[src/include/rw_pkg.sv]
/*
  constants, types and register map of the reset and watchdog block.
  assumes a 50 MHz core clock and an AXI4-Lite master with 32-bit data.
*/
// Summary of operation
// - core stays in reset while external reset pin is low, in any mode.
// - internal reset extends the pin reset with a stabilisation delay.
// - pin reset in run or wait halts core, pulls up I/O, restarts oscillator.
// - pin reset in stop starts oscillator; init follows pin release and delay.
// - power-on detection holds reset with pulled-up inputs and no execution.
// - after power-on, count stabilisation delay, then run initialisation at once.
// - unrefreshed watchdog asserts internal reset, which reinitialises the watchdog.
// - watchdog reset restarts exactly like pin reset, delay included.
// - low-voltage indication holds static reset; hysteresis lives in the detector.
// - any internal reset source drives the external reset pin low.
// - leaving reset clears the stack and loads pc with the reset vector.
// - reset sets non-maskable mode; return from interrupt reverts, pending served first.
// - reset clears oscillator, memory, port, interrupt option and timer control registers.
// - reset loads timer ff, prescaler 7f, watchdog fe, converter control 40.
// - watchdog resets device when downcounter reaches zero unless reloaded.
// - software activation: disabled until activate bit set, then only reset disables.
// - stop mode is entered normally while watchdog is disabled.
// - hardware activation without pin-gated stop: always on, stop acts as wait.
// - pin-gated stop: nmi low means wait; nmi high freezes counter and stops.
// - interrupt leaving stop lets the frozen counter resume decrementing.
// - watchdog counter clocked from internal clock divided by twelve.
// - software reset bit resets on falling to zero; timer msb when disabled.
// - countdown bits reversed: register bit 7 is lsb, bit 2 is msb.
// - timeout spans 3072 to 196608 cycles, chosen by six countdown bits.
package rw_pkg;

  // ==========================================================
  // register map
  localparam logic [7:0] RW_OFS_STATUS = 8'h00;
  localparam logic [7:0] RW_OFS_WDR = 8'hD8;

  // ==========================================================
  // reset values
  localparam logic [7:0] RW_WDR_RST = 8'hFE;
  localparam logic [7:0] RW_CLR_RST = 8'h00;
  localparam logic [7:0] RW_TCNT_RST = 8'hFF;
  localparam logic [7:0] RW_TPSC_RST = 8'h7F;
  localparam logic [7:0] RW_ADC_RST = 8'h40;
  localparam logic [11:0] RW_RESET_VECTOR = 12'hFFE;

  // ==========================================================
  // watchdog field positions and timing
  localparam int RW_WDR_C_BIT = 0;
  localparam int RW_WDR_SR_BIT = 1;
  localparam int RW_WDR_T_LO = 2;
  localparam int RW_DIV_INT = 12;
  localparam int RW_STEP_TICKS = 256;
  localparam int RW_WD_MIN_CYCLES = 3072;
  localparam int RW_WD_MAX_CYCLES = 196608;
  localparam int RW_STAB_CYCLES = 2048;

  // ==========================================================
  // types
  typedef struct packed {
    logic [3:0] cause;
    logic nmi_mode;
    logic wait_mode;
    logic stop_mode;
    logic core_reset;
  } rw_status_t;

  typedef struct packed {
    logic pin;
    logic por;
    logic low_voltage_detector;
    logic wdog;
  } rw_cause_t;

endpackage : rw_pkg

[src/rtl/rw_reset_watchdog.sv]
/*
  reset merger, stabilisation delay, init sequence and digital watchdog.
  assumes synchronous inputs, option straps stable during reset, and a
  testbench that resolves the open-drain reset pin from reset_pin_oe_n_o.
*/
`timescale 1ns/100ps
module rw_reset_watchdog #(
  parameter int STAB_CYCLES = rw_pkg::RW_STAB_CYCLES,
  parameter int DIV_INT = rw_pkg::RW_DIV_INT,
  parameter int STEP_TICKS = rw_pkg::RW_STEP_TICKS
) (
  input wire logic clock_i,
  input wire logic arst_n_i,
  input wire logic clk_en_i,
  // axi4-lite slave
  input wire logic [7:0] s_axi_awaddr,
  input wire logic s_axi_awvalid,
  output logic s_axi_awready,
  input wire logic [31:0] s_axi_wdata,
  input wire logic [3:0] s_axi_wstrb,
  input wire logic s_axi_wvalid,
  output logic s_axi_wready,
  output logic [1:0] s_axi_bresp,
  output logic s_axi_bvalid,
  input wire logic s_axi_bready,
  input wire logic [7:0] s_axi_araddr,
  input wire logic s_axi_arvalid,
  output logic s_axi_arready,
  output logic [31:0] s_axi_rdata,
  output logic [1:0] s_axi_rresp,
  output logic s_axi_rvalid,
  input wire logic s_axi_rready,
  // reset sources and pin
  input wire logic reset_pin_n_i,
  output logic reset_pin_o,
  output logic reset_pin_oe_n_o,
  input wire logic por_i,
  input wire logic low_voltage_detector_i,
  // option straps
  input wire logic opt_hw_watchdog_i,
  input wire logic opt_ext_stop_i,
  // core side
  input wire logic nmi_pin_i,
  input wire logic stop_instr_i,
  input wire logic wait_instr_i,
  input wire logic wake_irq_i,
  input wire logic return_from_interrupt_i,
  input wire logic irq_pending_i,
  output logic core_reset_o,
  output logic io_pullup_input_o,
  output logic osc_restart_o,
  output logic stop_mode_o,
  output logic wait_mode_o,
  output logic nmi_mode_o,
  output logic stack_clear_o,
  output logic pc_load_o,
  output logic [11:0] pc_vector_o,
  output logic periph_init_o,
  output logic irq_service_o,
  output logic [7:0] reg_clear_val_o,
  output logic [7:0] timer_count_init_o,
  output logic [7:0] timer_psc_init_o,
  output logic [7:0] adc_ctrl_init_o
);

  // ==========================================================
  // helpers
  function automatic logic [5:0] rw_rev6(input logic [5:0] v);
    logic [5:0] r;
    r = '0;
    for (int i = 0; i < 6; i++)
    begin
      r[i] = v[5 - i];
    end
    return r;
  endfunction : rw_rev6

  typedef enum logic [1:0] {RS_HOLD, RS_DELAY, RS_INIT, RS_RUN} rw_rst_state_t;
  typedef enum logic [1:0] {MD_RUN, MD_WAIT, MD_STOP} rw_mode_t;

  // ==========================================================
  // reset sequencer
  rw_rst_state_t rs_r, rs_nxt;
  logic [$clog2(STAB_CYCLES+1)-1:0] dly_r, dly_nxt;
  logic int_cause_r, int_cause_nxt;
  logic drive_r, drive_nxt;
  logic [3:0] cause_r, cause_nxt;
  logic nmi_mode_r, nmi_mode_nxt;
  logic irq_srv_r, irq_srv_nxt;
  logic init_r, init_nxt;
  logic osc_r, osc_nxt;
  logic hw_wd_r, hw_wd_nxt;
  logic ext_stop_r, ext_stop_nxt;
  logic ext_low;
  logic wd_fire;
  logic any_src;
  logic in_reset;
  rw_pkg::rw_cause_t src;

  // own pin drive is masked so the wired pin does not hold itself low
  assign ext_low = !reset_pin_n_i && !drive_r;
  assign src = '{pin: ext_low, por: por_i, low_voltage_detector: low_voltage_detector_i, wdog: wd_fire};
  assign any_src = |src;
  assign in_reset = (rs_r != RS_RUN) && (rs_r != RS_INIT);

  always_comb
  begin
    rs_nxt = rs_r;
    dly_nxt = dly_r;
    int_cause_nxt = int_cause_r;
    cause_nxt = cause_r;
    nmi_mode_nxt = nmi_mode_r;
    irq_srv_nxt = 1'b0;
    init_nxt = 1'b0;
    osc_nxt = 1'b0;
    hw_wd_nxt = hw_wd_r;
    ext_stop_nxt = ext_stop_r;
    if (any_src)
    begin
      rs_nxt = RS_HOLD;
      dly_nxt = '0;
      cause_nxt = (rs_r == RS_RUN) ? src : (cause_r | src);
      osc_nxt = (rs_r != RS_HOLD);
      if (wd_fire || por_i || low_voltage_detector_i)
      begin
        int_cause_nxt = 1'b1;
      end
    end
    else
    begin
      unique case (rs_r)
        RS_HOLD:
        begin
          rs_nxt = RS_DELAY;
          dly_nxt = '0;
        end
        RS_DELAY:
        begin
          // same delay for every source, watchdog included
          if (dly_r == ($clog2(STAB_CYCLES+1))'(STAB_CYCLES - 1))
          begin
            rs_nxt = RS_INIT;
            init_nxt = 1'b1;
          end
          else
          begin
            dly_nxt = dly_r + 1'b1;
          end
        end
        RS_INIT:
        begin
          rs_nxt = RS_RUN;
          int_cause_nxt = 1'b0;
        end
        RS_RUN:
        begin
          rs_nxt = RS_RUN;
        end
      endcase
    end
    // straps are captured while the core sits in reset
    if (in_reset)
    begin
      hw_wd_nxt = opt_hw_watchdog_i;
      ext_stop_nxt = opt_ext_stop_i;
    end
    if (rs_r == RS_INIT)
    begin
      nmi_mode_nxt = 1'b1;
    end
    else if (return_from_interrupt_i && nmi_mode_r && rs_r == RS_RUN)
    begin
      nmi_mode_nxt = 1'b0;
      irq_srv_nxt = irq_pending_i;
    end
  end

  // internal sources hold the pin low through hold and delay
  assign drive_nxt = por_i || low_voltage_detector_i || wd_fire
    || (int_cause_r && rs_r != RS_RUN && rs_r != RS_INIT);

  always_ff @(posedge clock_i or negedge arst_n_i)
  begin
    if (!arst_n_i)
    begin
      rs_r <= RS_HOLD;
      dly_r <= '0;
      int_cause_r <= 1'b1;
      drive_r <= 1'b1;
      cause_r <= 4'h4;
      nmi_mode_r <= 1'b0;
      irq_srv_r <= 1'b0;
      init_r <= 1'b0;
      osc_r <= 1'b0;
      hw_wd_r <= 1'b0;
      ext_stop_r <= 1'b0;
    end
    else if (clk_en_i)
    begin
      rs_r <= rs_nxt;
      dly_r <= dly_nxt;
      int_cause_r <= int_cause_nxt;
      drive_r <= drive_nxt;
      cause_r <= cause_nxt;
      nmi_mode_r <= nmi_mode_nxt;
      irq_srv_r <= irq_srv_nxt;
      init_r <= init_nxt;
      osc_r <= osc_nxt;
      hw_wd_r <= hw_wd_nxt;
      ext_stop_r <= ext_stop_nxt;
    end
  end

  // ==========================================================
  // run, wait and stop
  rw_mode_t md_r, md_nxt;
  logic wd_active;

  always_comb
  begin
    md_nxt = md_r;
    if (rs_r != RS_RUN)
    begin
      md_nxt = MD_RUN;
    end
    else if (md_r != MD_RUN)
    begin
      if (wake_irq_i)
      begin
        md_nxt = MD_RUN;
      end
    end
    else if (stop_instr_i)
    begin
      if (!wd_active)
      begin
        md_nxt = MD_STOP;
      end
      else if (ext_stop_r && nmi_pin_i)
      begin
        md_nxt = MD_STOP;
      end
      else
      begin
        md_nxt = MD_WAIT;
      end
    end
    else if (wait_instr_i)
    begin
      md_nxt = MD_WAIT;
    end
  end

  always_ff @(posedge clock_i or negedge arst_n_i)
  begin
    if (!arst_n_i)
    begin
      md_r <= MD_RUN;
    end
    else if (clk_en_i)
    begin
      md_r <= md_nxt;
    end
  end

  // ==========================================================
  // watchdog: physical counter {sr, t5..t0}, enable bit
  logic [6:0] cnt_r, cnt_nxt;
  logic en_r, en_nxt;
  logic [3:0] pre_r, pre_nxt;
  logic [$clog2(STEP_TICKS)-1:0] step_r, step_nxt;
  logic wd_tick;
  logic wr_fire;
  logic wdr_write;
  logic [7:0] wdata;

  assign wd_active = en_r || hw_wd_r;
  // stop freezes the divider too, so the count resumes where it left
  assign wd_tick = (rs_r == RS_RUN) && (md_r != MD_STOP)
    && (pre_r == 4'(DIV_INT - 1))
    && (step_r == ($clog2(STEP_TICKS))'(STEP_TICKS - 1));
  assign wdata = s_axi_wdata[7:0];

  always_comb
  begin
    cnt_nxt = cnt_r;
    en_nxt = en_r;
    pre_nxt = pre_r;
    step_nxt = step_r;
    wr_fire = 1'b0;
    if (rs_r != RS_RUN)
    begin
      // any internal reset reinitialises the watchdog
      cnt_nxt = rw_pkg::RW_WDR_RST[7:1];
      en_nxt = 1'b0;
      pre_nxt = '0;
      step_nxt = '0;
    end
    else if (wdr_write)
    begin
      cnt_nxt = {wdata[rw_pkg::RW_WDR_SR_BIT], rw_rev6(wdata[7:rw_pkg::RW_WDR_T_LO])};
      en_nxt = en_r || wdata[rw_pkg::RW_WDR_C_BIT];
      pre_nxt = '0;
      step_nxt = '0;
      wr_fire = (en_nxt || hw_wd_r) && !wdata[rw_pkg::RW_WDR_SR_BIT];
    end
    else if (md_r != MD_STOP)
    begin
      if (pre_r == 4'(DIV_INT - 1))
      begin
        pre_nxt = '0;
        step_nxt = step_r + 1'b1;
      end
      else
      begin
        pre_nxt = pre_r + 1'b1;
      end
      if (wd_tick)
      begin
        cnt_nxt = cnt_r - 1'b1;
      end
    end
  end

  // disabled, the counter just wraps as a seven-bit timer
  assign wd_fire = (wd_tick && wd_active && cnt_r == 7'h40) || wr_fire;

  always_ff @(posedge clock_i or negedge arst_n_i)
  begin
    if (!arst_n_i)
    begin
      cnt_r <= rw_pkg::RW_WDR_RST[7:1];
      en_r <= 1'b0;
      pre_r <= '0;
      step_r <= '0;
    end
    else if (clk_en_i)
    begin
      cnt_r <= cnt_nxt;
      en_r <= en_nxt;
      pre_r <= pre_nxt;
      step_r <= step_nxt;
    end
  end

  // ==========================================================
  // axi4-lite slave, address and data taken together
  logic bvalid_r, bvalid_nxt;
  logic [1:0] bresp_r, bresp_nxt;
  logic rvalid_r, rvalid_nxt;
  logic [1:0] rresp_r, rresp_nxt;
  logic [31:0] rdata_r, rdata_nxt;
  logic wr_go;
  logic rd_go;
  rw_pkg::rw_status_t stat;

  assign wr_go = s_axi_awvalid && s_axi_wvalid && !bvalid_r;
  assign rd_go = s_axi_arvalid && !rvalid_r;
  assign s_axi_awready = wr_go;
  assign s_axi_wready = wr_go;
  assign s_axi_arready = rd_go;
  // writes during reset are answered but dropped
  assign wdr_write = wr_go && s_axi_awaddr == rw_pkg::RW_OFS_WDR && s_axi_wstrb[0];
  assign stat = '{cause: cause_r, nmi_mode: nmi_mode_r, wait_mode: md_r == MD_WAIT,
    stop_mode: md_r == MD_STOP, core_reset: rs_r != RS_RUN};

  always_comb
  begin
    bvalid_nxt = bvalid_r;
    bresp_nxt = bresp_r;
    rvalid_nxt = rvalid_r;
    rresp_nxt = rresp_r;
    rdata_nxt = rdata_r;
    if (bvalid_r && s_axi_bready)
    begin
      bvalid_nxt = 1'b0;
    end
    if (wr_go)
    begin
      bvalid_nxt = 1'b1;
      bresp_nxt = (s_axi_awaddr == rw_pkg::RW_OFS_WDR) ? 2'h0 : 2'h2;
    end
    if (rvalid_r && s_axi_rready)
    begin
      rvalid_nxt = 1'b0;
    end
    if (rd_go)
    begin
      rvalid_nxt = 1'b1;
      rresp_nxt = 2'h0;
      rdata_nxt = '0;
      if (s_axi_araddr == rw_pkg::RW_OFS_WDR)
      begin
        rdata_nxt[7:0] = {rw_rev6(cnt_r[5:0]), cnt_r[6], wd_active};
      end
      else if (s_axi_araddr == rw_pkg::RW_OFS_STATUS)
      begin
        rdata_nxt[7:0] = stat;
      end
      else
      begin
        rresp_nxt = 2'h2;
      end
    end
  end

  always_ff @(posedge clock_i or negedge arst_n_i)
  begin
    if (!arst_n_i)
    begin
      bvalid_r <= 1'b0;
      bresp_r <= 2'h0;
      rvalid_r <= 1'b0;
      rresp_r <= 2'h0;
      rdata_r <= 32'h0000_0000;
    end
    else if (clk_en_i)
    begin
      bvalid_r <= bvalid_nxt;
      bresp_r <= bresp_nxt;
      rvalid_r <= rvalid_nxt;
      rresp_r <= rresp_nxt;
      rdata_r <= rdata_nxt;
    end
  end

  assign s_axi_bvalid = bvalid_r;
  assign s_axi_bresp = bresp_r;
  assign s_axi_rvalid = rvalid_r;
  assign s_axi_rresp = rresp_r;
  assign s_axi_rdata = rdata_r;

  // ==========================================================
  // outputs
  assign reset_pin_o = 1'b0;
  assign reset_pin_oe_n_o = !drive_r;
  assign core_reset_o = rs_r != RS_RUN;
  assign io_pullup_input_o = rs_r != RS_RUN;
  assign osc_restart_o = osc_r;
  assign stop_mode_o = md_r == MD_STOP;
  assign wait_mode_o = md_r == MD_WAIT;
  assign nmi_mode_o = nmi_mode_r;
  assign stack_clear_o = init_r;
  assign pc_load_o = init_r;
  assign pc_vector_o = rw_pkg::RW_RESET_VECTOR;
  assign periph_init_o = init_r || rs_r != RS_RUN;
  assign irq_service_o = irq_srv_r;
  assign reg_clear_val_o = rw_pkg::RW_CLR_RST;
  assign timer_count_init_o = rw_pkg::RW_TCNT_RST;
  assign timer_psc_init_o = rw_pkg::RW_TPSC_RST;
  assign adc_ctrl_init_o = rw_pkg::RW_ADC_RST;

endmodule : rw_reset_watchdog

[config.mk]
export PLATFORM = sky130hd
export DESIGN_NAME = rw_reset_watchdog
export DESIGN_NICKNAME = d
export VERILOG_FILES = /design/src/include/rw_pkg.sv /design/src/rtl/rw_reset_watchdog.sv
export SDC_FILE = /design/constraint.sdc
export NUM_CORES = 1
export LEC_CHECK = 0
export BUFFER_PORTS_ARGS = -buffer_cell sky130_fd_sc_hd__clkbuf_2
export CAP_MARGIN = 20
export CELL_PAD_IN_SITES_DETAIL_PLACEMENT = 0
export CELL_PAD_IN_SITES_GLOBAL_PLACEMENT = 1
export CORE_MARGIN = 4
export CORE_UTILIZATION = 36
export CTS_BUF_LIST = sky130_fd_sc_hd__clkbuf_4 sky130_fd_sc_hd__clkbuf_8
export DETAILED_ROUTE_END_ITERATION = 12
export GPL_ROUTABILITY_DRIVEN = 0
export PLACE_DENSITY = 0.86
export SYNTH_ARGS = -nofsm -noshare
export SYNTH_HDL_FRONTEND = slang
export SYNTH_SLANG_ARGS = --single-unit
[constraint.sdc]
create_clock -name clock_i -period 2.7 [get_ports clock_i]
set_input_delay 0.27 -clock clock_i [delete_from_list [all_inputs] [get_ports clock_i]]
set_output_delay 0.27 -clock clock_i [all_outputs]
set_load 0.02 [all_outputs]
# Yosys cells after proc, flatten, opt, wreduce, memory -nomap -nowiden
# Index checks and enable logic that the tools add are counted.
dict set report classes {
  bitwise 1
  n_reduce_logical 66
  mux 50
  eq_ne 18
  add_sub_neg 4
}
# op n
set ops {}
lappend ops {{8-bit two-way mux} 6}
lappend ops {{7-bit two-way mux} 4}
lappend ops {{8-bit == test, second input constant} 3}
lappend ops {{12-bit two-way mux} 2}
lappend ops {{2-bit two-way mux} 12}
lappend ops {{12-bit one-hot mux with 2 select lines} 1}
lappend ops {{1-bit logical AND} 20}
lappend ops {{4-bit two-way mux} 5}
lappend ops {{2-bit AND reduction} 10}
lappend ops {{1-bit two-way mux} 19}
lappend ops {{3-bit AND reduction} 5}
lappend ops {{2-bit nonzero test} 7}
lappend ops {{12-bit by 1-bit adder with 12-bit output, second input constant} 1}
lappend ops {{12-bit by 11-bit == test with 1-bit output, second input constant} 1}
lappend ops {{3-bit nonzero test} 4}
lappend ops {{1-bit logical OR} 10}
lappend ops {{3-bit inequality test, second input constant} 3}
lappend ops {{8-bit by 1-bit adder with 8-bit output, second input constant} 1}
lappend ops {{8-bit logical NOT} 1}
lappend ops {{7-bit == test, second input constant} 1}
lappend ops {{7-bit by 1-bit subtractor with 7-bit output, second input constant} 1}
lappend ops {{2-bit == test, second input constant} 3}
lappend ops {{2-bit inequality test, second input constant} 3}
lappend ops {{2-bit one-hot mux with 3 select lines} 1}
lappend ops {{10 further kinds} 15}
dict set report word_totals {
  ff_bits 62
  in_bits 71
  wordCells 160
  output_inout_bits 97
}

# Longest topological paths before layout
dict set report logic_depth {
  word_depth 11
  ltp_mapped 7
  ltp_nobuf 7
}

# Worst setup path after synthesis
# OpenSTA, ideal clock, no wires.
dict set report synth_path {
  path_kind {flip-flop to flip-flop}
  from {register dly_r[0]}
  to {register dly_r[2]}
  path_buffers 0
  t_arrival_ns 1.794
  stages_incl_launch_ff 7
  required_time_ns 2.576
  synth_period_minus_slack_ns 1.918
  path_slack_ns 0.782
  cell_sequence {dfrtp_1 -> ha_1 -> nand3_1 -> nor4_1 -> nor3b_2 -> and3b_1 -> a211o_1}
}
dict set report synth_via {
  elab_chain_len 4
  word_cells_on_any_way 7
  cone_classes {add/sub: 1; eq/ne: 2; mux: 3; reduce/logical: 1}
}
# item line_no
set synth_lines {}
lappend synth_lines {{from (decl)} rw_reset_watchdog.sv:84} ;# logic [$clog2(STAB_CYCLES+1)-1:0] dly_r, dly_nxt;
lappend synth_lines {{from (signal assigned)} rw_reset_watchdog.sv:201} ;# dly_r <= dly_nxt;
lappend synth_lines {{12-bit by 1-bit adder with 12-bit output} rw_reset_watchdog.sv:147} ;# dly_nxt = dly_r + 1'b1;
lappend synth_lines {{12-bit two-way mux} rw_reset_watchdog.sv:140} ;# if (dly_r == ($clog2(STAB_CYCLES+1))'(STAB_CYCLES - 1))
lappend synth_lines {{12-bit one-hot mux with 2 select lines} rw_reset_watchdog.sv:131} ;# unique case (rs_r)
lappend synth_lines {{12-bit two-way mux} rw_reset_watchdog.sv:118} ;# if (any_src)
# Parallel ways exist; a longest one is shown, timed or not. The select of a mux whose other input is x is not followed.
# A chain may end at the register's enable or synchronous reset.

# Worst setup path after layout
# Same ends and word-level chain as after synthesis.

==> results.ini <==
[status]
status = finished, final reports clean

[cells_and_area]
layout_commonest_cell = conb_1
final_net_count = 575
ff_latch_area_um2 = 1510
multi_input_area_um2 = 1980
drive_gt1_frac = 0.239
n_antenna_cell = 0
fill_cells = 1040
syn_to_final_growth_pct = 11.4
final_area_um2 = 4330
instances_no_fill = 639
final_cell_mix = 71 x conb_1, 69 x clkbuf_2, 50 x dfrtp_1

[synthesis]
synth_top_family_by_area = simple AND/OR/NAND/NOR gates
synth-async-reset-ratio = 1.00
ys.flop_type = dfrtp_1
synth_enable_flop_cells = 0
synth.distinct_cells = 63
synth_adder_area_share = 0.0161
yosys-top-cells-area = dfrtp_1 32%, buf_4 14%, dfstp_2 6.8%
synth_top_area_share = 0.322
synth_xor_area_frac = 0
yosysTopAreaCell = dfrtp_1
synth_compound_area_frac = 0.198
yosys_warnings = 0
yosys.area_share.simple = 0.200
synthMuxAreaShare = 0.0267
synth_cells = 425
ys_seq_elements = 60
syn_avg_cell_area_um2 = 9.15
syn_area_um2 = 3890
ys_seq_area_frac = 0.389

[timing]
final.setup.tns_ns = 0
clock.fmax_mhz = 444
rsz0062_at_grt = false
finalMaxSlewViolations = 0
slew_headroom = 0.580
finalSetupViolCount = 0
hold_viol_final = 0
period_minus_slack_ns = 2.25
tightest_slew_ns = 0.625
skew_ns = 0.00680
final.setup.worst_slack_ns = 0.448
min_period_over_period = 0.834

[hold_path]
worstHoldPathType = input pin to flip-flop
hold-path-cell-count = 2

[clock_tree]
insertion_delay_ns = 0.34
cts_tree = built
cts_setup_buffers = 0
cts_sinks = 60
cts_made_buffers = 9
htreeDepth = 3
clockRootBuffer = clkbuf_8
ctsResizeCount = 0
cts_buffer_depth = 2
path_clk_slew_ns = 0.07
cts_hold_buf = 1

[setup_path]
rr_worst_depth = 6
required_ns = 2.93
endpoint_kind = flip-flop
worstPathArrival_ns = 2.48
path_max_fanout = 10
crit_type = flip-flop to flip-flop
start_kind = flip-flop

[grt]
grt_start_max_net_pins = 28
grt_pass1_wl_um = 15400
antenna_found_initial = 0
grt_overflow = 0
grt_pass1_vias = 3115
grt_usage = 0.149

[floorplan]
core_area_um2 = 10400
die_y_um = 112
die_area_um2 = 12500
fp.dieW_um = 112
io_pins = 168
start_util = 0.373
rows = 37

[drt]
avgRoutedWirePerCell_um = 15.1
ant_nets = 0
drt_iter0_markers = 256
vias = 3278
drc = 0
drt_pass1_iterations = 5
viasPerCell = 5.13
wl_um = 9660

[job]
drv_cap = 0

[place]
dpl_worst_slack_ns = 0.508
place_area_um2 = 4130
dp_hpwl_um = 7370
place_inst = 623
port_buffers = 69

[power_and_ir_drop]
leakagePower_nw = 2.09
p_per_area_nw_per_um2 = 465
vdd_drop_max_uv = 205

layout make-up:
type	count	share of cell area
Multi-Input combinational cell	337	0.457
Sequential cell	60	0.350
Timing Repair Buffer	81	0.101
Clock buffer	10	0.0318
Inverter	10	0.00867
Clock inverter	5	0.0121
Tap cell	136	0.0393
cells by family (layout without fill, tap and decap cells):
family	Yosys count	in the layout
mux	10	10
simple gates	138	138
flops	60	60
fa+ha+maj	5	5
compound gates	113	113
buf+inv	97	106
other cells	2	71
path summary, 6_finish.rpt:
path	slack (ns)	from	to
setup reg to reg	0.45	dly_r[0]	dly_r[2]
hold reg to reg	0.48	s_axi_rdata[0]	s_axi_rdata[0]
max in group asynchronous	1.60	arst_n_i	cause_r[2]
min in group asynchronous	0.37	arst_n_i	s_axi_rdata[2]
setup / recovery	0.45	dly_r[0]	dly_r[2]
hold / removal	0.17	opt_ext_stop_i	ext_stop_r
Yosys cell counts, drive strengths merged (3+ instances only):
cell type / instances
dfstp: 10
o2bb2ai: 4
and4: 3
nor2b: 4
o21a: 3
mux2i: 7
or3: 4
nand2: 39
nand4b: 3
ha: 5
and3: 6
buf: 77
a21o: 7
a41oi: 9
nor4: 5
nor2: 22
o41ai: 4
nor3: 7
nand3: 11
a31oi: 5
nor4b: 3
clkbuf: 10
a21oi: 16
o31ai: 5
o21ai: 35
nor3b: 3
or4b: 3
a22o: 8
dfrtp: 50
or4: 3
nand4: 10
mux2: 3
nand2b: 4
inv: 10
worst max-delay path: stages (launching register included):
cell and delay, ns:
dfrtp_1 0.38, ha_1 0.20, nand3_1 0.21, nor4_1 0.64
nor3b_2 0.23, and3b_1 0.22, a211o_1 0.25
flip-flops by register name, indices dropped and copies added (netlist names), 2 cells and up:
name / cells
dly_r: 12
md_r: 2
pre_r: 4
cause_r: 4
cnt_r: 7
step_r: 8
s_axi_rdata: 8
rs_r: 2
per-stage QoR:
step | power (mW) | util | hold WS [ns]
final | 2.01 | 0.416 | 0.166
after CTS | 2.03 | 0.416 | 0.156
after global routing | 2.10 | 0.416 | 0.169
after floorplan | 1.20 | - | -0.0256
after detailed placement | 1.22 | 0.397 | 0.210
after global placement | 1.22 | 0.397 | 0.210
power by group:
part | internal, mW | switching (mW)
logic | 0.0683 | 0.196
clock network | 0.441 | 0.365
registers | 0.923 | 0.0207
total | 1.43 | 0.582
routing by layer:
layer | vias to the layer above | global-route usage | share of wire
li1 | 1561 | - | -
met3 | 21 | 0.0408 | 0.070
met1 | 1567 | 0.182 | 0.42
met4 | 0 | 0.0673 | 0.030
met2 | 129 | 0.245 | 0.48
met5 | - | 0 | 0
(Power assumes the default switching activity.)
